===== src/inc/uart_rxq_defines.vh =====
`ifndef UART_RXQ_DEFINES_VH
`define UART_RXQ_DEFINES_VH

// Register indices (byte address is four times the index)
`define POWER_CONTROL_IDX       8'h87
`define SERIAL_CONTROL_IDX      8'h98
`define SERIAL_DATA_IDX         8'h99
`define BAUD_CONTROL_IDX        8'h9b
`define SLAVE_ADDRESS_VALUE_IDX 8'ha9
`define SLAVE_ADDRESS_MASK_IDX  8'hb9

// Byte addresses on the APB
`define POWER_CONTROL_ADDR       12'h21c
`define SERIAL_CONTROL_ADDR      12'h260
`define SERIAL_DATA_ADDR         12'h264
`define BAUD_CONTROL_ADDR        12'h26c
`define SLAVE_ADDRESS_VALUE_ADDR 12'h2a4
`define SLAVE_ADDRESS_MASK_ADDR  12'h2e4

// Serial control fields
`define SC_BIT7   7
`define SC_MODE1  6
`define SC_MPEN   5
`define SC_REN    4
`define SC_TB8    3
`define SC_RB8    2
`define SC_TI     1
`define SC_RI     0

// Power control fields
`define PC_BAUD_DOUBLE 7
`define PC_ERR_SELECT  6

// Baud control fields
`define BC_RBCK 2
`define BC_SRC  0
`define BC_WIDTH 5

// Reset values
`define SERIAL_CONTROL_RST      8'h00
`define POWER_CONTROL_RST       2'h0
`define BAUD_CONTROL_RST        5'h00
`define SLAVE_ADDRESS_VALUE_RST 8'h00
`define SLAVE_ADDRESS_MASK_RST  8'h00

// Mode 0 bit periods, in source events
`define M0_DIV_FAST      3'h4
`define M0_DIV_FAST_X2   3'h2
`define M0_DIV_COMPAT    3'h6
`define M0_DIV_COMPAT_X2 3'h3
`define M0_DIV_T1        3'h4
`define M0_DIV_T1_X2     3'h2
`define M0_DIV_BRG       3'h2
`define M0_DIV_BRG_X2    3'h1

// Mid-bit sample points of the 16x oversampler
`define SMP_FIRST  4'h7
`define SMP_SECOND 4'h8
`define SMP_LAST   4'h9

`endif


===== src/core/uart_rxq.v =====
`timescale 1ns/1ns
`include "uart_rxq_defines.vh"
// What this block does
// Missing stop bit sets framing error flag
// Control bit 7 is error or mode bit
// Framing error flag cleared only by software
// Framing error sets regardless of error select
// Address filter only with enable, modes 1-3
// Nine-bit: ninth bit one and address match
// Mode 1: valid stop bit and address match
// Given match compares masked bit positions only
// Broadcast is address OR mask, zeros ignored
// Address and mask registers reset to zero
// Mode 0: half duplex, eight bits, LSB first
// Mode 0 fast: clock divided by 4 or 2
// Mode 0 compat: clock divided by 6 or 3
// Mode 0 timer 1: overflow divided by 4 or 2
// Mode 0 generator: overflow divided by 2 or 1
// Mode 0 clock idle level and data edges
// Framing error is stop-bit majority vote zero
// Master sends addresses with ninth bit set
module uart_rxq (
  // Clock and reset
  input  wire        pclk,
  input  wire        presetn,
  // APB slave
  input  wire        psel,
  input  wire        penable,
  input  wire        pwrite,
  input  wire [11:0] paddr,
  input  wire [31:0] pwdata,
  output wire        pready,
  output wire        pslverr,
  output reg  [31:0] prdata,
  // Baud sources and timing mode
  input  wire        timer1_ovf,
  input  wire        brg_ovf,
  input  wire        compat_timing,
  // Serial pins
  input  wire        rxd_in,
  output wire        rxd_out,
  output wire        rxd_oe,
  output reg         txd_out
);
  function given_match;
    input [7:0] b;
    input [7:0] adr;
    input [7:0] msk;
    given_match = (((b ^ adr) & msk) == 8'h00);
  endfunction
  function bcast_match;
    input [7:0] b;
    input [7:0] adr;
    input [7:0] msk;
    bcast_match = ((~b & (adr | msk)) == 8'h00);
  endfunction
  localparam [3:0] RX_IDLE = 4'b0001;
  localparam [3:0] RX_BITS = 4'b0010;
  reg  [7:0] slave_address_value_q;
  reg  [7:0] slave_address_mask_q;
  reg        mode_select_high_q;
  reg        mode_low_q;
  reg        multiproc_enable_q;
  reg        ren_q;
  reg        tx_ninth_bit_q;
  reg        rb8_q;
  reg        ti_q;
  reg        receive_done_flag_q;
  reg        framing_error_flag_q;
  reg        baud_double_q;
  reg        error_flag_select_q;
  reg  [4:0] baud_control_q;
  reg  [7:0] serial_data_q;
  reg        rxd_m_q;
  reg        rxd_s_q;
  reg        rxd_p_q;
  reg  [3:0] rx_state_q;
  reg  [3:0] smp_q;
  reg  [3:0] bitn_q;
  reg  [1:0] vote_q;
  reg  [7:0] rx_sh_q;
  reg        rx_ninth_q;
  reg        m2_div_q;
  reg        m0_busy_q;
  reg        m0_tx_q;
  reg        m0_active_q;
  reg  [2:0] m0_bit_q;
  reg  [2:0] m0_ph_q;
  reg        m0_lead_q;
  reg  [7:0] m0_sh_q;
  reg  [2:0] m0_div;
  reg        m0_ev;
  reg        set_ri;
  reg        set_ti;
  reg        set_fe;
  reg        load_rx;
  reg  [7:0] rdata;
  reg        mapped;
  wire       wr_en     = psel & penable & pwrite;
  wire       mode0     = ~mode_select_high_q & ~mode_low_q;
  wire       nine_bit  = mode_select_high_q;
  wire       src_brg   = baud_control_q[`BC_SRC];
  wire       rx_tick   = (mode_select_high_q & ~mode_low_q) ? (baud_double_q | m2_div_q) :
                         (baud_control_q[`BC_RBCK] ? brg_ovf : timer1_ovf);
  wire       majority  = (vote_q[0] & vote_q[1]) | (vote_q[0] & rxd_s_q) |
                         (vote_q[1] & rxd_s_q);
  wire       addr_ok   = given_match(rx_sh_q, slave_address_value_q, slave_address_mask_q) |
                         bcast_match(rx_sh_q, slave_address_value_q, slave_address_mask_q);
  wire       bit_done  = (rx_state_q == RX_BITS) & rx_tick & (smp_q == `SMP_LAST);
  wire       stop_bit  = bit_done & (bitn_q == (nine_bit ? 4'd10 : 4'd9));
  wire       m0_lead   = m0_busy_q & ~m0_active_q & m0_ev & (m0_ph_q == 3'h0);
  wire       m0_trail  = m0_busy_q & m0_active_q &
                         ((m0_div == 3'h1) ? m0_lead_q : (m0_ev & (m0_ph_q == (m0_div >> 1))));
  wire       lead_chg  = ~multiproc_enable_q & baud_double_q;
  wire       lead_smp  = multiproc_enable_q & baud_double_q;
  wire       m0_sample = lead_smp ? m0_lead : m0_trail;
  wire       m0_change = lead_chg ? (m0_lead & (m0_bit_q != 3'h0)) : m0_trail;
  wire       sd_write  = wr_en & (paddr == `SERIAL_DATA_ADDR);
  wire       m0_start_tx = mode0 & ~m0_busy_q & sd_write;
  wire       m0_start_rx = mode0 & ~m0_busy_q & ~sd_write & ren_q & ~receive_done_flag_q;
  wire       m0_end    = m0_trail & (m0_bit_q == 3'h7);
  assign pready  = 1'b1;
  assign pslverr = psel & penable & ~mapped;
  assign rxd_out = m0_sh_q[0];
  assign rxd_oe  = m0_busy_q & m0_tx_q;

  // Mode 0 bit period and event source
  always @* begin
    if (src_brg) begin
      m0_div = baud_double_q ? `M0_DIV_BRG_X2 : `M0_DIV_BRG;
      m0_ev  = brg_ovf;
    end else if (tx_ninth_bit_q) begin
      m0_div = baud_double_q ? `M0_DIV_T1_X2 : `M0_DIV_T1;
      m0_ev  = timer1_ovf;
    end else if (compat_timing) begin
      m0_div = baud_double_q ? `M0_DIV_COMPAT_X2 : `M0_DIV_COMPAT;
      m0_ev  = 1'b1;
    end else begin
      m0_div = baud_double_q ? `M0_DIV_FAST_X2 : `M0_DIV_FAST;
      m0_ev  = 1'b1;
    end
  end

  // Frame qualification at the stop bit
  always @* begin
    set_fe  = stop_bit & ~majority;
    load_rx = 1'b0;
    if (stop_bit & ~receive_done_flag_q) begin
      if (~multiproc_enable_q)
        load_rx = 1'b1;
      else if (nine_bit)
        load_rx = rx_ninth_q & addr_ok;
      else
        load_rx = majority & addr_ok;
    end
    set_ri = load_rx | (m0_end & ~m0_tx_q);
    set_ti = m0_end & m0_tx_q;
  end

  // Register read decode
  always @* begin
    mapped = 1'b1;
    rdata  = 8'h00;
    case (paddr)
      `SERIAL_CONTROL_ADDR:
        rdata = {error_flag_select_q ? framing_error_flag_q : mode_select_high_q,
                 mode_low_q, multiproc_enable_q, ren_q, tx_ninth_bit_q, rb8_q, ti_q,
                 receive_done_flag_q};
      `SERIAL_DATA_ADDR:         rdata = serial_data_q;
      `POWER_CONTROL_ADDR:       rdata = {baud_double_q, error_flag_select_q, 6'h00};
      `BAUD_CONTROL_ADDR:        rdata = {3'h0, baud_control_q};
      `SLAVE_ADDRESS_VALUE_ADDR: rdata = slave_address_value_q;
      `SLAVE_ADDRESS_MASK_ADDR:  rdata = slave_address_mask_q;
      default:                   mapped = 1'b0;
    endcase
  end

  always @(posedge pclk or negedge presetn) begin
    if (!presetn) begin
      prdata <= 32'h0000_0000;
    end else if (psel & ~penable) begin
      prdata <= {24'h00_0000, rdata};
    end
  end

  // Software registers and hardware flags
  always @(posedge pclk or negedge presetn) begin
    if (!presetn) begin
      slave_address_value_q <= `SLAVE_ADDRESS_VALUE_RST;
      slave_address_mask_q  <= `SLAVE_ADDRESS_MASK_RST;
      {mode_select_high_q, mode_low_q, multiproc_enable_q, ren_q,
       tx_ninth_bit_q, rb8_q, ti_q, receive_done_flag_q} <= `SERIAL_CONTROL_RST;
      framing_error_flag_q <= 1'b0;
      {baud_double_q, error_flag_select_q} <= `POWER_CONTROL_RST;
      baud_control_q <= `BAUD_CONTROL_RST;
      serial_data_q  <= 8'h00;
    end else begin
      if (wr_en) begin
        case (paddr)
          `SERIAL_CONTROL_ADDR: begin
            if (error_flag_select_q)
              framing_error_flag_q <= pwdata[`SC_BIT7] | set_fe;
            else
              mode_select_high_q <= pwdata[`SC_BIT7];
            mode_low_q          <= pwdata[`SC_MODE1];
            multiproc_enable_q  <= pwdata[`SC_MPEN];
            ren_q               <= pwdata[`SC_REN];
            tx_ninth_bit_q      <= pwdata[`SC_TB8];
            rb8_q               <= load_rx ? (nine_bit ? rx_ninth_q : majority) :
                                   pwdata[`SC_RB8];
            ti_q                <= pwdata[`SC_TI] | set_ti;
            receive_done_flag_q <= pwdata[`SC_RI] | set_ri;
          end
          `POWER_CONTROL_ADDR: begin
            baud_double_q       <= pwdata[`PC_BAUD_DOUBLE];
            error_flag_select_q <= pwdata[`PC_ERR_SELECT];
          end
          `BAUD_CONTROL_ADDR:        baud_control_q <= pwdata[`BC_WIDTH-1:0];
          `SLAVE_ADDRESS_VALUE_ADDR: slave_address_value_q <= pwdata[7:0];
          `SLAVE_ADDRESS_MASK_ADDR:  slave_address_mask_q <= pwdata[7:0];
          default: ;
        endcase
      end
      // Hardware sets win over a software clear in the same cycle
      if (set_fe)
        framing_error_flag_q <= 1'b1;
      if (set_ri)
        receive_done_flag_q <= 1'b1;
      if (set_ti)
        ti_q <= 1'b1;
      if (load_rx) begin
        serial_data_q <= rx_sh_q;
        rb8_q         <= nine_bit ? rx_ninth_q : majority;
      end else if (m0_end & ~m0_tx_q) begin
        serial_data_q <= m0_sample ? {rxd_s_q, m0_sh_q[7:1]} : m0_sh_q;
      end
    end
  end

  // Receiver for modes 1, 2 and 3 with 16x oversampling
  always @(posedge pclk or negedge presetn) begin
    if (!presetn) begin
      rxd_m_q    <= 1'b1;
      rxd_s_q    <= 1'b1;
      rxd_p_q    <= 1'b1;
      rx_state_q <= RX_IDLE;
      smp_q      <= 4'h0;
      bitn_q     <= 4'h0;
      vote_q     <= 2'h0;
      rx_sh_q    <= 8'h00;
      rx_ninth_q <= 1'b0;
      m2_div_q   <= 1'b0;
    end else begin
      rxd_m_q  <= rxd_in;
      rxd_s_q  <= rxd_m_q;
      rxd_p_q  <= rxd_s_q;
      m2_div_q <= ~m2_div_q;
      case (rx_state_q)
        RX_IDLE: begin
          if (~mode0 & ren_q & rxd_p_q & ~rxd_s_q) begin
            rx_state_q <= RX_BITS;
            smp_q      <= 4'h0;
            bitn_q     <= 4'h0;
          end
        end
        RX_BITS: begin
          if (mode0 | ~ren_q) begin
            rx_state_q <= RX_IDLE;
          end else if (rx_tick) begin
            smp_q <= smp_q + 4'h1;
            if (smp_q == `SMP_FIRST)
              vote_q[0] <= rxd_s_q;
            if (smp_q == `SMP_SECOND)
              vote_q[1] <= rxd_s_q;
            if (smp_q == `SMP_LAST) begin
              bitn_q <= bitn_q + 4'h1;
              if (bitn_q == 4'h0) begin
                if (majority)
                  rx_state_q <= RX_IDLE;
              end else if (bitn_q <= 4'h8) begin
                rx_sh_q <= {majority, rx_sh_q[7:1]};
              end else if (nine_bit & (bitn_q == 4'h9)) begin
                rx_ninth_q <= majority;
              end else begin
                rx_state_q <= RX_IDLE;
              end
            end
          end
        end
        default: rx_state_q <= RX_IDLE;
      endcase
    end
  end

  // Mode 0 synchronous shifter, shift clock on the transmit pin
  always @(posedge pclk or negedge presetn) begin
    if (!presetn) begin
      m0_busy_q   <= 1'b0;
      m0_tx_q     <= 1'b0;
      m0_active_q <= 1'b0;
      m0_bit_q    <= 3'h0;
      m0_ph_q     <= 3'h0;
      m0_lead_q   <= 1'b0;
      m0_sh_q     <= 8'h00;
      txd_out     <= 1'b1;
    end else begin
      m0_lead_q <= m0_lead;
      if (m0_start_tx | m0_start_rx) begin
        m0_busy_q   <= 1'b1;
        m0_tx_q     <= m0_start_tx;
        m0_active_q <= 1'b0;
        m0_bit_q    <= 3'h0;
        m0_ph_q     <= 3'h0;
        m0_sh_q     <= m0_start_tx ? pwdata[7:0] : 8'h00;
      end else if (m0_busy_q) begin
        if (m0_ev)
          m0_ph_q <= (m0_ph_q == m0_div - 3'h1) ? 3'h0 : m0_ph_q + 3'h1;
        if (m0_lead) begin
          m0_active_q <= 1'b1;
          txd_out     <= multiproc_enable_q;
        end
        if (m0_trail) begin
          m0_active_q <= 1'b0;
          txd_out     <= ~multiproc_enable_q;
          m0_bit_q    <= m0_bit_q + 3'h1;
          if (m0_end)
            m0_busy_q <= 1'b0;
        end
        if (m0_tx_q & m0_change)
          m0_sh_q <= {1'b0, m0_sh_q[7:1]};
        else if (~m0_tx_q & m0_sample)
          m0_sh_q <= {rxd_s_q, m0_sh_q[7:1]};
      end else begin
        txd_out <= mode0 ? ~multiproc_enable_q : 1'b1;
      end
    end
  end

endmodule // uart_rxq


===== config.mk =====
export PLATFORM = sky130hd
export DESIGN_NAME = uart_rxq
export DESIGN_NICKNAME = d
export VERILOG_FILES = /design/src/core/uart_rxq.v
export VERILOG_INCLUDE_DIRS = /design/src /design/src/inc
export SDC_FILE = /design/constraint.sdc
export NUM_CORES = 1
export LEC_CHECK = 0
export BUFFER_PORTS_ARGS = -buffer_cell sky130_fd_sc_hd__buf_2
export CORE_UTILIZATION = 34
export CTS_BUF_LIST = sky130_fd_sc_hd__clkbuf_8 sky130_fd_sc_hd__clkbuf_16
export CTS_CLUSTER_SIZE = 25
export DETAILED_ROUTE_END_ITERATION = 6
export PLACE_DENSITY = 0.53
export SLEW_MARGIN = 10
export SYNTH_ARGS = -nofsm -noshare
export SYNTH_HDL_FRONTEND = slang
export SYNTH_SLANG_ARGS = --single-unit

===== constraint.sdc =====
create_clock -name pclk -period 7.4 [get_ports pclk]
set_input_delay 0.74 -clock pclk [delete_from_list [all_inputs] [get_ports pclk]]
set_output_delay 0.74 -clock pclk [all_outputs]
set_load 0.02 [all_outputs]

# Word-level counts from Yosys, hierarchy flattened
# Cells that the tools add are included.
[classes] n_addsub=5 mul=0 div=0 n_lt_le_gt_ge=1 eq_ne=27 shifts=0 muxes=78 bitwise=76 n_reduce_logical=44
[op_table] op="$eq A12 B10 Y1 const B" n=6
[op_table] op="$mux W8" n=8
[op_table] op="$mux W4" n=14
[op_table] op="$pmux W8 S6" n=1
[op_table] op="$and A1 B1 Y1" n=41
[op_table] op="$mux W1" n=38
[op_table] op="$mux W3" n=12
[op_table] op="$reduce_bool A2 Y1" n=14
[op_table] op="$reduce_and A2 Y1" n=13
[op_table] op="$pmux W4 S2" n=3
[op_table] op="$not A1 Y1" n=20
[op_table] op="$and A8 B8 Y8" n=2
[op_table] op="$logic_not A8 Y1" n=2
[op_table] op="$eq A4 B4 Y1 const B" n=3
[op_table] op="$ne A4 B4 Y1 const B" n=3
[op_table] op="$reduce_and A4 Y1" n=3
[op_table] op="$reduce_and A6 Y1" n=2
[op_table] op="$or A1 B1 Y1" n=10
[op_table] op="$reduce_bool A3 Y1" n=3
[op_table] op="$add A4 B1 Y4 const B" n=2
[op_table] op="$not A8 Y8" n=1
[op_table] op="$or A8 B8 Y8" n=1
[op_table] op="$xor A8 B8 Y8" n=1
[op_table] op="$reduce_and A7 Y1" n=1
[op_table] op="21 further kinds" n=27
[totals] ff_bits=94 latchBits=0 mem_bits_rw=0 mem_bits_ro=0 input_bits=53 out_inout_bits=37 word_cells=266 mem_count=0

# Logic depth before layout (Yosys ltp)
# Gate-level depths: netlist of run 1.
[logic_depth] word_depth=15 mapped_depth=13 mapped_depth_nobuf=10

# Worst setup path before layout of run 1
# OpenSTA, ideal clock, no wires.
[synth_timing] path_type="input port to flip-flop" start="input compat_timing" end="register m0_sh_q[0]" setup_time_ns=0.107 arrival_ns=2.610 required_time_ns=7.293 path_slack_ns=4.683 path_stages=10 path_buffers=1 path_cell_list="nor2b_1 o21ai_4 ha_1 nand2b_1 nand3_1 a21oi_4 buf_4 a32oi_4 o211a_4 a2111oi_4"
[synth_between] elab_chain_cells=12 word_cells_on_any_way=17 cone_classes="eq/ne: 2; mux: 9; bitwise: 4; reduce/logical: 2"
[synth_lines] element="from (decl)" line_no="uart_rxq.v:38" text="input wire compat_timing,"
[synth_lines] element="$mux W3 *" line_no="uart_rxq.v:135" text="end else if (compat_timing) begin"
[synth_lines] element="$mux W3 *" line_no="uart_rxq.v:132" text="end else if (tx_ninth_bit_q) begin"
[synth_lines] element="$mux W3 *" line_no="uart_rxq.v:129" text="if (src_brg) begin"
[synth_lines] element="$eq A3 B2 Y1" line_no="uart_rxq.v:113" text="((m0_div == 3'h1) ? m0_lead_q : (m0_ev & (m0_ph_q == (m0_div >> 1))));"
[synth_lines] element="$and A1 B1 Y1" line_no="uart_rxq.v:113"
[synth_lines] element="$mux W1 *" line_no="uart_rxq.v:113"
[synth_lines] element="$and A1 B1 Y1 *" line_no="uart_rxq.v:112" text="wire m0_trail = m0_busy_q & m0_active_q &"
[synth_lines] element="$mux W1" line_no="uart_rxq.v:117" text="wire m0_change = lead_chg ? (m0_lead & (m0_bit_q != 3'h0)) : m0_trail;"
[synth_lines] element="$and A1 B1 Y1" line_no="uart_rxq.v:329" text="if (m0_tx_q & m0_change)"
[synth_lines] element="$mux W8" line_no="uart_rxq.v:329"
[synth_lines] element="$mux W8" line_no="uart_rxq.v:315" text="end else if (m0_busy_q) begin"
[synth_lines] element="$mux W8" line_no="uart_rxq.v:308" text="if (m0_start_tx | m0_start_rx) begin"
[synth_lines] element="to (signal assigned)" line_no="uart_rxq.v:314" text="m0_sh_q <= m0_start_tx ? pwdata[7:0] : 8'h00;"
[synth_lines] element="to (signal assigned)" line_no="uart_rxq.v:330" text="m0_sh_q <= {1'b0, m0_sh_q[7:1]};"
[synth_lines] element="to (signal assigned)" line_no="uart_rxq.v:332" text="m0_sh_q <= {rxd_s_q, m0_sh_q[7:1]};"
[synth_lines] element="to (decl)" line_no="uart_rxq.v:90" text="reg [7:0] m0_sh_q;"
# Mark *: on every way between the ends. The rest lies on a longest branch, timed or not. The select of a mux whose other input is x is not followed.
# A chain may end at the register's enable or synchronous reset.

# Final worst setup path of run 1
[layout_timing] start="register baud_double_q" end="register serial_data_q[0]"
[layout_between] elab_chain_cells=12 word_cells_on_any_way=26 cone_classes="eq/ne: 2; mux: 13; bitwise: 10; reduce/logical: 1"
[layout_lines] element="from (decl)" line_no="uart_rxq.v:70" text="reg baud_double_q;"
[layout_lines] element="from (signal assigned)" line_no="uart_rxq.v:194" text="{baud_double_q, error_flag_select_q} <= `POWER_CONTROL_RST;"
[layout_lines] element="from (signal assigned)" line_no="uart_rxq.v:215" text="baud_double_q <= pwdata[`PC_BAUD_DOUBLE];"
[layout_lines] element="$mux W3 (no source line)"
[layout_lines] element="$mux W3" line_no="uart_rxq.v:135"
[layout_lines] element="$mux W3" line_no="uart_rxq.v:132"
[layout_lines] element="$mux W3" line_no="uart_rxq.v:129"
[layout_lines] element="$eq A3 B2 Y1" line_no="uart_rxq.v:113"
[layout_lines] element="$and A1 B1 Y1" line_no="uart_rxq.v:113"
[layout_lines] element="$mux W1" line_no="uart_rxq.v:113"
[layout_lines] element="$and A1 B1 Y1" line_no="uart_rxq.v:112"
[layout_lines] element="$mux W1" line_no="uart_rxq.v:116" text="wire m0_sample = lead_smp ? m0_lead : m0_trail;"
[layout_lines] element="$mux W8" line_no="uart_rxq.v:235" text="serial_data_q <= m0_sample ? {rxd_s_q, m0_sh_q[7:1]} : m0_sh_q;"
[layout_lines] element="$mux W8" line_no="uart_rxq.v:234" text="end else if (m0_end & ~m0_tx_q) begin"
[layout_lines] element="$mux W8" line_no="uart_rxq.v:231" text="if (load_rx) begin"
[layout_lines] element="to (signal assigned)" line_no="uart_rxq.v:232" text="serial_data_q <= rx_sh_q;"
[layout_lines] element="to (signal assigned)" line_no="uart_rxq.v:235"
[layout_lines] element="to (decl)" line_no="uart_rxq.v:73" text="reg [7:0] serial_data_q;"
# Several ways; a longest one is shown, not always the timed one. The select of a mux whose other input is x is not followed.

==> results of run 1 <==
metal layers:
layer,part of all wire,wire length [um],GRT usage
met4,0.020,289,0.0845
met5,0.00098,14,0
met1,0.47,6670,0.229
met3,0.038,540,0.0371
met2,0.47,6750,0.286
cell usage after synthesis, types with 8 or more instances:
cell type / count / area share
nand2b_1: 8 / 0.0089
nor2_1: 32 / 0.021
o21ai_0: 21 / 0.019
nor3_1: 15 / 0.013
dfrtp_1: 87 / 0.39
nor2b_1: 13 / 0.014
a22o_1: 10 / 0.015
a311o_1: 8 / 0.014
mux2_2: 42 / 0.084
xor2_1: 11 / 0.017
nand2_1: 36 / 0.024
nand3_1: 9 / 0.0080
o211ai_1: 10 / 0.013
inv_1: 24 / 0.016
a21oi_1: 16 / 0.014
buf_4: 26 / 0.035
mux2i_1: 14 / 0.025
clkbuf_1: 8 / 0.0053
ha_1: 13 / 0.029
a22oi_1: 8 / 0.011
worst paths after layout:
path / depth (start not counted) / slack, ps / end / from
setup / recovery: 9 / 4180 / serial_data_q[0] / baud_double_q
hold reg to reg: 0 / 360 / rxd_s_q / rxd_m_q
min in group pclk: 0 / 360 / rxd_s_q / rxd_m_q
hold / removal: 1 / 310 / smp_q[0] / presetn
max in group asynchronous: 2 / 5910 / m0_ph_q[1] / presetn
setup reg to reg: 9 / 4180 / serial_data_q[0] / baud_double_q
final cells by class:
cell class                      count  area, um2  area share
Timing Repair Buffer               41        210      0.0336
Tap cell                          216        270      0.0432
Inverter                           24       90.1      0.0144
Multi-Input combinational cell    399       3070       0.491
Sequential cell                    92       2310       0.369
Clock inverter                      4       48.8     0.00780
Clock buffer                       11        253      0.0404
critical path, cell delays in order, from the launching register on:
cell and delay [ps]:
dfrtp_1 580, or2_1 340, o21ai_4 130, ha_1 240, nand2b_1 80, nand3_1 110, a21oi_4 390, a41o_1 670
o211ai_1 310, a22o_1 250
state kept, by name, summed over array words and instances (netlist names), 2 cells and up:
name,count
m0_sh_q,8
prdata,8
rx_sh_q,8
serial_data_q,8
slave_address_mask_q,8
slave_address_value_q,8
baud_control_q,5
bitn_q,4
smp_q,4
m0_bit_q,3
m0_ph_q,3
rx_state_q,2
vote_q,2
stage by stage:
step	hold slack [ps]	std cells	worst slack (ps)
floorplan	345	557	4680
global placement	349	772	4010
detailed placement	349	772	3970
CTS	318	787	4210
global route	333	787	4010
finish	310	787	4180
where the power goes:
group	leakage, nW	internal (W)	total (W)	switching (W)
Combinational	1.50	0.000164	0.000374	0.000211
Clock	0.151	0.000278	0.000479	0.000201
Sequential	1.19	0.000554	0.000600	0.0000456
logic make-up after synthesis:
logic type	count (synthesis)	synth area share
xor+xnor	17	0.0297
buf+inv	66	0.0627
flops	92	0.409
compound gates	132	0.210
simple gates	155	0.149
mux	56	0.109
fa+ha+maj	14	0.0306
other cells	2	0.00133
==> results.md, run 1 <==
* Status: completed
* IO buf count at 40
* Final net count at 633
* Most frequent cells in the layout: 87 x dfrtp_1, 42 x mux2_2, 39 x buf_2, 36 x nand2_1, 32 x nor2_1
* Num Clock Sinks at 92
* Routed Antenna Nets at 0
* Worst-path clk slew at 70 ps
* Final core occ at 0.390
* Clk buf depth at 2
* Critical Path RT at 7640 ps
* CTS buffer count at 9
* Average wire per standard cell at 18.1 um
* Core area at 16100 um2
* Drt total wl at 14300 um
* Max Clk Rate at 311 MHz
* Ys flop type: dfrtp_1
* Startpoint Class: flop
* GRT overflow at 0
* DR vias/cell at 5.34
* Final hold vios at 0
* Final Setup Violations at 0
* Static leakage at 2.84 nW
* Clk_skew at 10.2 ps
* Design area at 6250 um2
* Global-route wire length before repair at 22500 um
* Overall via count from detail_route at 4200
* Syn avg cell area at 10.6 um2
* Worst EP arrival at 3460 ps
* Resize count post-CTS at 0
* Final Critical Period at 3220 ps
* Max Cap Viol at 0
* Max_slew headroom at 0.214
* DP Area at 5950 um2
* Initial core utilization at 0.352
* Yosys warning count at 0
* Register area share after synthesis at 0.409
* Die ar. at 17100 um2
* Worst Path Max Fanout at 17
* Final total power at 0.00145 W
* Initial antenna violation count at 1
* Setup TNS at 0 ps
* RSZ-0062 raised after global routing: no
* Post-CTS setup buffer count at 0
* Tcrit/Tclk final at 0.434
* CP Class: flop to flop
* Clock root cell: clkbuf_16
* Die W at 131 um
* Fillers at 1610
* HPWL Detailed at 10500 um
* Vias in the first global route at 4082
* DIE HEIGHT at 131 um
* Yosys reg bits at 92
* N_diodes at 0
* EDFF count, synth at 0
* Min-delay worst type: input pin to asynchronous set/reset pin
* Hold-fix buffers, CTS at 0
* Initial DRC count at 236
* First-pass DRT Iterations at 4
* PwrDens at 232 nW/um2
* Setup crit end kind: flop
* Final slew viol count at 0
* GPL Wtd Cong at 0.848
* Overall routing resource usage at 0.178
* Pin count of the biggest net entering global routing at 65
* Clk_lat worst skew at 350 ps
* Max IR drop VDD at 108 uV
* Commonest non-fill, non-tap cell in the layout: dfrtp_1
* Ys async rst share at 1.00
* IO Pins at 90
* Slew at the pin closest to its max-slew limit at 1170 ps
* CTS tree: built
* Cells after synthesis at 534
* Synth-to-Final Area Change at 10.7%
* Synthesized area at 5650 um2
* Distinct cells, synth at 73
* # rows at 46
* Residual DRC count at 0
* Layout cells sized above 1 at 0.233
* H-tree depth at 3
No activity file was read; power rests on OpenSTA's default activity.
==> run 2, diff against run 1 <==
- PLACE_DENSITY: 0.53 -> 0.54
- clock period: 7.4 -> 2.6 ns (I/O delays scaled with it)
==> run 2 against run 1 <==
  * Sequential cell count unchanged
  * Sequential share of layout area shrank 1.1 points
  * Sequential power rose to 2.8 times the previous value
  * Fmax up 31%
  * Utilization rose by 1.2 points
  * Wire length hardly changed
  * Worst setup slack worse by 4000 ps
  * Combinational power increased to 3.1 times the previous value
  * Critical path type unchanged
  * Highest routed layer unchanged
==> results.md, run 2 (same netlist as run 1, synthesis figures left out) <==
* Most frequent cells in the layout: 86 x dfrtp_1, 42 x mux2_2, 39 x buf_2, 36 x nand2_1, 32 x nor2_1
* Clock root cell: clkbuf_16
* Max_slew headroom at 0.617 (+0.403)
* Fillers at 1567 (-2.7%)
* GRT overflow at 0 (unchanged)
* Startpoint Class: flop
* HPWL Detailed at 11000 um (+4.1%)
* Switching Fraction at 0.314 (-0.000415)
* Layout cells sized above 1 at 0.268 (+0.0346)
* Critical path's slowest cell: or4b_1
* Global-route wire length before repair at 22600 um (+0.43%)
* Final hold vios at 0 (unchanged)
* Worst-path clk slew at 60 ps (about the same)
* IO Pins at 90 (unchanged)
* Cells after DPL at 795 (+3.0%)
* N_diodes at 0 (unchanged)
* Pin count of the biggest net entering global routing at 58 (-11%)
* Overall via count from detail_route at 4271 (+1.7%)
* Worst Setup SP: baud_control_q[0]
* Clk_skew at 6.68 ps (-3.56 ps)
* Internal power at 0.00279 W (+180%)
* DIE HEIGHT at 131 um (unchanged)
* Status: completed
* DR vias/cell at 5.25 (-1.7%)
* Max Clk Rate at 406 MHz (+31%)
* RSZ-0062 raised after global routing: no
* Average wire per standard cell at 17.5 um (-3.4%)
* Final Non-Filler Cells at 814 (+3.4%)
* Tcrit/Tclk final at 0.947 (+0.512)
* Max Cap Viol at 0 (unchanged)
* CP Class: flop to flop
* Clock Power Share at 0.301 (-0.029)
* Num Clock Sinks at 92 (unchanged)
* Final Setup Violations at 0 (unchanged)
* IO buf count at 40 (unchanged)
* Final core occ at 0.402 (+0.0124)
* CP cell instances: or2_1 -> o21ai_4 -> buf_4 -> ha_1 -> xnor2_1 -> xnor2_1 -> nor2_1 -> and2_1 -> or4b_1 -> a21oi_1
* Seq pwr share at 0.411 (-0.002)
* Design area at 6450 um2 (+3.2%)
* Core area at 16100 um2 (unchanged)
* Slew at the pin closest to its max-slew limit at 567 ps (-605 ps)
* H-tree depth at 3 (unchanged)
* Overall routing resource usage at 0.178 (about the same)
* Routed Antenna Nets at 0 (unchanged)
* Die ar. at 17100 um2 (unchanged)
* PwrDens at 631 nW/um2 (+170%)
* Final Critical Period at 2460 ps (-753 ps)
* Min-delay worst type: input pin to flop
* Worst path top cell family by delay: simple AND/OR/NAND/NOR gates
* # rows at 46 (unchanged)
* Worst Path Max Fanout at 8 (-9)
* Max IR drop VDD at 317 uV (+190%)
* Worst EP arrival at 2730 ps (-730 ps)
* Synth-to-Final Area Change at 14.2%
* Final slew viol count at 0 (unchanged)
* Cell mode on critical path: xnor2_1
* DP Area at 6150 um2 (+3.3%)
* Footprint of the multi-input gates at 3090 um2 (+0.41%)
* Clk_lat worst skew at 350 ps (about the same)
* Sw Pwr at 0.00128 W (+180%)
* Worst R2R Start: baud_control_q[0]
* Buf/Inv on CP at 1 (+1)
* CTS buffer count at 9 (unchanged)
* GPL Wtd Cong at 0.825 (-2.7%)
* First-pass DRT Iterations at 4 (unchanged)
* Final net count at 659 (+4.1%)
* Initial antenna violation count at 2 (+1)
* Commonest non-fill, non-tap cell in the layout: dfrtp_1
* Vias in the first global route at 4202 (+2.9%)
* CTS tree: built
* Initial DRC count at 264 (+12%)
* Setup crit end kind: flop
* FF+latch area at 2310 um2 (about the same)
* Clk buf depth at 2 (unchanged)
* Setup TNS at 0 ps (unchanged)
* Critical Path RT at 2870 ps (-4770 ps)
* Static leakage at 2.97 nW (+4.6%)
* Residual DRC count at 0 (unchanged)
* Gate power share at 0.288 (+0.030)
* Drt total wl at 14300 um (about the same)
* Hold Crit Start: pwdata[5]
* Die W at 131 um (unchanged)
* Initial core utilization at 0.352 (unchanged)
* CP max stage delay at 510 ps (-160 ps)
## run 2: metal layers
layer,GRT usage,part of all wire
met5,0,0.0015
met2,0.304,0.49
met1,0.223,0.46
met4,0.0494,0.014
met3,0.0428,0.039
## run 2: worst min-delay path, cell delays in order
cell and delay (ps):
buf_2 140, nand2_1 60, o21ai_0 70
## run 2: worst paths after layout
kind                                       to  slack (ps)  depth (start not counted)
setup / recovery                   m0_ph_q[2]         140                         10
hold / removal             multiproc_enable_q         220                          3
setup reg to reg                   m0_ph_q[2]         140                         10
hold reg to reg                       rxd_s_q         360                          0
max in group asynchronous             txd_out        1450                          3
min in group asynchronous           bitn_q[0]         430                          2
## run 2: power groups by stage
stage | registers (W) | clock network (W) | logic, W
after global routing | 0.00169 | 0.00131 | 0.00130
after global placement | 0.00170 | 0 | 0.00115
after floorplan | 0.00171 | 0 | 0.000856
after CTS | 0.00167 | 0.00127 | 0.00119
after detailed placement | 0.00170 | 0 | 0.00118
final | 0.00167 | 0.00122 | 0.00117
## run 2: layout make-up
type	count	area share
Multi-Input combinational cell	399	0.478
Sequential cell	92	0.358
Timing Repair Buffer	67	0.0655
Tap cell	216	0.0419
Clock buffer	11	0.0392
Inverter	24	0.0140
Clock inverter	5	0.00330
## run 2: metrics by stage
| step | hold WS, ps | total power, W | worst slack (ps) |
|---|---|---|---|
| 4_1_cts | 217 | 0.00413 | 79.2 |
| 3_5_place_dp | 275 | 0.00288 | 118 |
| 3_3_place_gp | 268 | 0.00284 | 140 |
| 6_report | 217 | 0.00407 | 138 |
| 2_1_floorplan | -35.6 | 0.00257 | 1.61 |
| 5_1_grt | 217 | 0.00431 | 0.139 |
## run 2: what timing repair did
item | 4_1_cts | 5_1_grt
endpoints found under the hold margin | 32 | 0
gates resized for setup | 0 | 2
setup endpoints to repair | 0 | 9
buffers inserted | 0 | 1
hold buffers | 2 | 0
==> run 3, diff against run 2 <==
- HOLD_SLACK_MARGIN: not set -> 0.03
- PLACE_DENSITY: 0.54 -> 0.53
- clock period: 2.6 -> 3.1 ns (I/O delays scaled with it)
==> run 3 against run 2 <==
  * Sequential power shrank 14%
  * Fmax shrank 14%
  * Largest power group unchanged
  * Wire length is 0.41% higher
  * Register-to-register slack improved by 110 ps
  * Hold slack lost 160 ps
  * Clock skew increased by 6.1 ps
  * Worst setup slack better by 110 ps
  * Highest routed layer unchanged
  * Combinational power down 23%
  * Utilization is 0.69 points lower
==> results.md, run 3 (same netlist as run 1, synthesis figures left out) <==
* Critical Path RT at 3340 ps (+470 ps)
* Critical R2R Capture: m0_sh_q[5]
* GPL Wtd Cong at 0.804 (-2.6%)
* H-tree depth at 3 (unchanged)
* Flop-to-flop setup slack at 250 ps (+110 ps)
* Core area at 16100 um2 (unchanged)
* Sw Pwr at 0.00114 W (-11%)
* Hold Crit Start: rxd_in
* DR vias/cell at 5.26 (+0.16%)
* Overall via count from detail_route at 4199 (-1.7%)
* Setup crit end kind: flop
* Max IR drop VDD at 321 uV (+1.2%)
* WHS at 62.0 ps (-155 ps)
* GRT overflow at 0 (unchanged)
* Fillers at 1592 (+1.6%)
* Die W at 131 um (unchanged)
* Synth-to-Final Area Change at 12.3%
* Max_slew headroom at 0.429 (-0.188)
* Startpoint Class: flop
* Worst R2R Start: baud_control_q[0]
* Commonest non-fill, non-tap cell in the layout: dfrtp_1
* Max Clk Rate at 350 MHz (-14%)
* Routed Antenna Nets at 0 (unchanged)
* CTS tree: built
* Setup TNS at 0 ps (unchanged)
* Final net count at 644 (-2.3%)
* Residual DRC count at 0 (unchanged)
* Max Cap Viol at 0 (unchanged)
* Initial antenna violation count at 1 (-1)
* Final Critical Period at 2850 ps (+393 ps)
* Final Non-Filler Cells at 799 (-1.8%)
* Average wire per standard cell at 17.9 um (+2.3%)
* Clk_lat worst skew at 350 ps (about the same)
* Worst Path Max Fanout at 9 (+1)
* Clk buf depth at 2 (unchanged)
* DIE HEIGHT at 131 um (unchanged)
* Resize count post-CTS at 0 (unchanged)
* FF+latch area at 2310 um2 (about the same)
* Drt total wl at 14300 um (+0.41%)
* CTS buffer count at 9 (unchanged)
* Gate power share at 0.263 (-0.025)
* Status: completed
* Tcrit/Tclk final at 0.921 (-0.0260)
* Layout cells sized above 1 at 0.247 (-0.0206)
* Vias in the first global route at 4068 (-3.2%)
* Slew at the pin closest to its max-slew limit at 845 ps (+278 ps)
* Footprint of the multi-input gates at 3070 um2 (-0.41%)
* DP Area at 6040 um2 (-1.8%)
* Pin count of the biggest net entering global routing at 48 (-17%)
* HPWL Detailed at 10700 um (-2.2%)
* IO buf count at 40 (unchanged)
* RSZ-0062 raised after global routing: no
* Design area at 6340 um2 (-1.7%)
* Final slew viol count at 0 (unchanged)
* PwrDens at 543 nW/um2 (-14%)
* Num Clock Sinks at 92 (unchanged)
* Min-delay worst type: input pin to flop
* Final core occ at 0.395 (-0.00686)
* Static leakage at 2.89 nW (-2.7%)
* CP Class: flop to flop
* N_diodes at 0 (unchanged)
* Most frequent cells in the layout: 87 x dfrtp_1, 42 x mux2_2, 39 x buf_2, 36 x nand2_1, 32 x nor2_1
* Die ar. at 17100 um2 (unchanged)
* Worst-path clk slew at 80 ps (+20 ps)
* R2R cell count at 9 (-1)
* IO Pins at 90 (unchanged)
* Worst EP arrival at 3090 ps (+360 ps)
* Initial core utilization at 0.352 (unchanged)
* Internal power at 0.00230 W (-17%)
* # rows at 46 (unchanged)
* Clock root cell: clkbuf_16
* Final Setup Violations at 0 (unchanged)
* Seq pwr share at 0.416 (+0.005)
* Initial DRC count at 266 (+0.76%)
* Switching Fraction at 0.331 (+0.0167)
* Clk_skew at 12.8 ps (+6.11 ps)
* Global-route wire length before repair at 22900 um (+1.3%)
* First-pass DRT Iterations at 5 (+1)
* Final hold vios at 0 (unchanged)
* Hold Path Stages at 1 (-2)
* Cells after DPL at 782 (-1.6%)
* Overall routing resource usage at 0.179 (+0.00147)
* Hold-fix buffers, CTS at 1 (-1)
* Hold endpoint: rxd_m_q
* Clock Power Share at 0.322 (+0.021)
* Post-CTS setup buffer count at 0 (unchanged)
-- run 3: cell count changes in the layout (fill, tap and decap cells not counted), moves of 2 or more --
cell and change:
buf_4 -14, clkinv_2 -2, inv_1 -3, inv_6 +3
-- run 3: through the flow --
stage	worst slack, ps	total power, W
after global routing	57.8	0.00365
after CTS	253	0.00348
after floorplan	499	0.00215
after global placement	303	0.00233
after detailed placement	272	0.00236
final	245	0.00344
-- run 3: power by group through the flow --
stage | logic (W) | clock network [W] | registers, W
CTS | 0.000909 | 0.00114 | 0.00143
global route | 0.00101 | 0.00119 | 0.00146
detailed placement | 0.000902 | 0 | 0.00146
floorplan | 0.000718 | 0 | 0.00144
global placement | 0.000882 | 0 | 0.00145
finish | 0.000904 | 0.00111 | 0.00143
-- run 3: area by class of cell --
class / count / share of cell area
Clock inverter: 6 / 0.00848
Inverter: 24 / 0.0142
Timing Repair Buffer: 52 / 0.0485
Clock buffer: 10 / 0.0377
Tap cell: 216 / 0.0426
Sequential cell: 92 / 0.364
Multi-Input combinational cell: 399 / 0.485
-- run 3: routing by layer --
layer | up-vias | GRT usage | part of all wire
li1 | 2005 | - | -
met1 | 2063 | 0.248 | 0.47
met2 | 114 | 0.286 | 0.47
met3 | 15 | 0.0318 | 0.045
met4 | 2 | 0.0534 | 0.016
met5 | - | 0 | 0.00070
-- run 3: worst max-delay path, stage by stage (launching register included) --
cell and delay, ps:
dfrtp_1 490, or2_1 360, o21ai_4 260, ha_1 220, and4_1 260, nand3_1 130, o21ai_4 180, a31oi_4 110
o211a_4 380, a2111oi_4 360
-- run 3: worst max-delay path by stage --
stage,startpoint,end,slack [ps],cells past startpoint
after global routing,baud_control_q[0],m0_sh_q[5],60,9
after global placement,baud_control_q[0],m0_sh_q[0],300,9
after CTS,baud_control_q[0],m0_sh_q[2],250,9
after detailed placement,baud_control_q[0],m0_sh_q[2],270,9
final,baud_control_q[0],m0_sh_q[5],250,9
after floorplan,baud_double_q,m0_sh_q[0],500,11
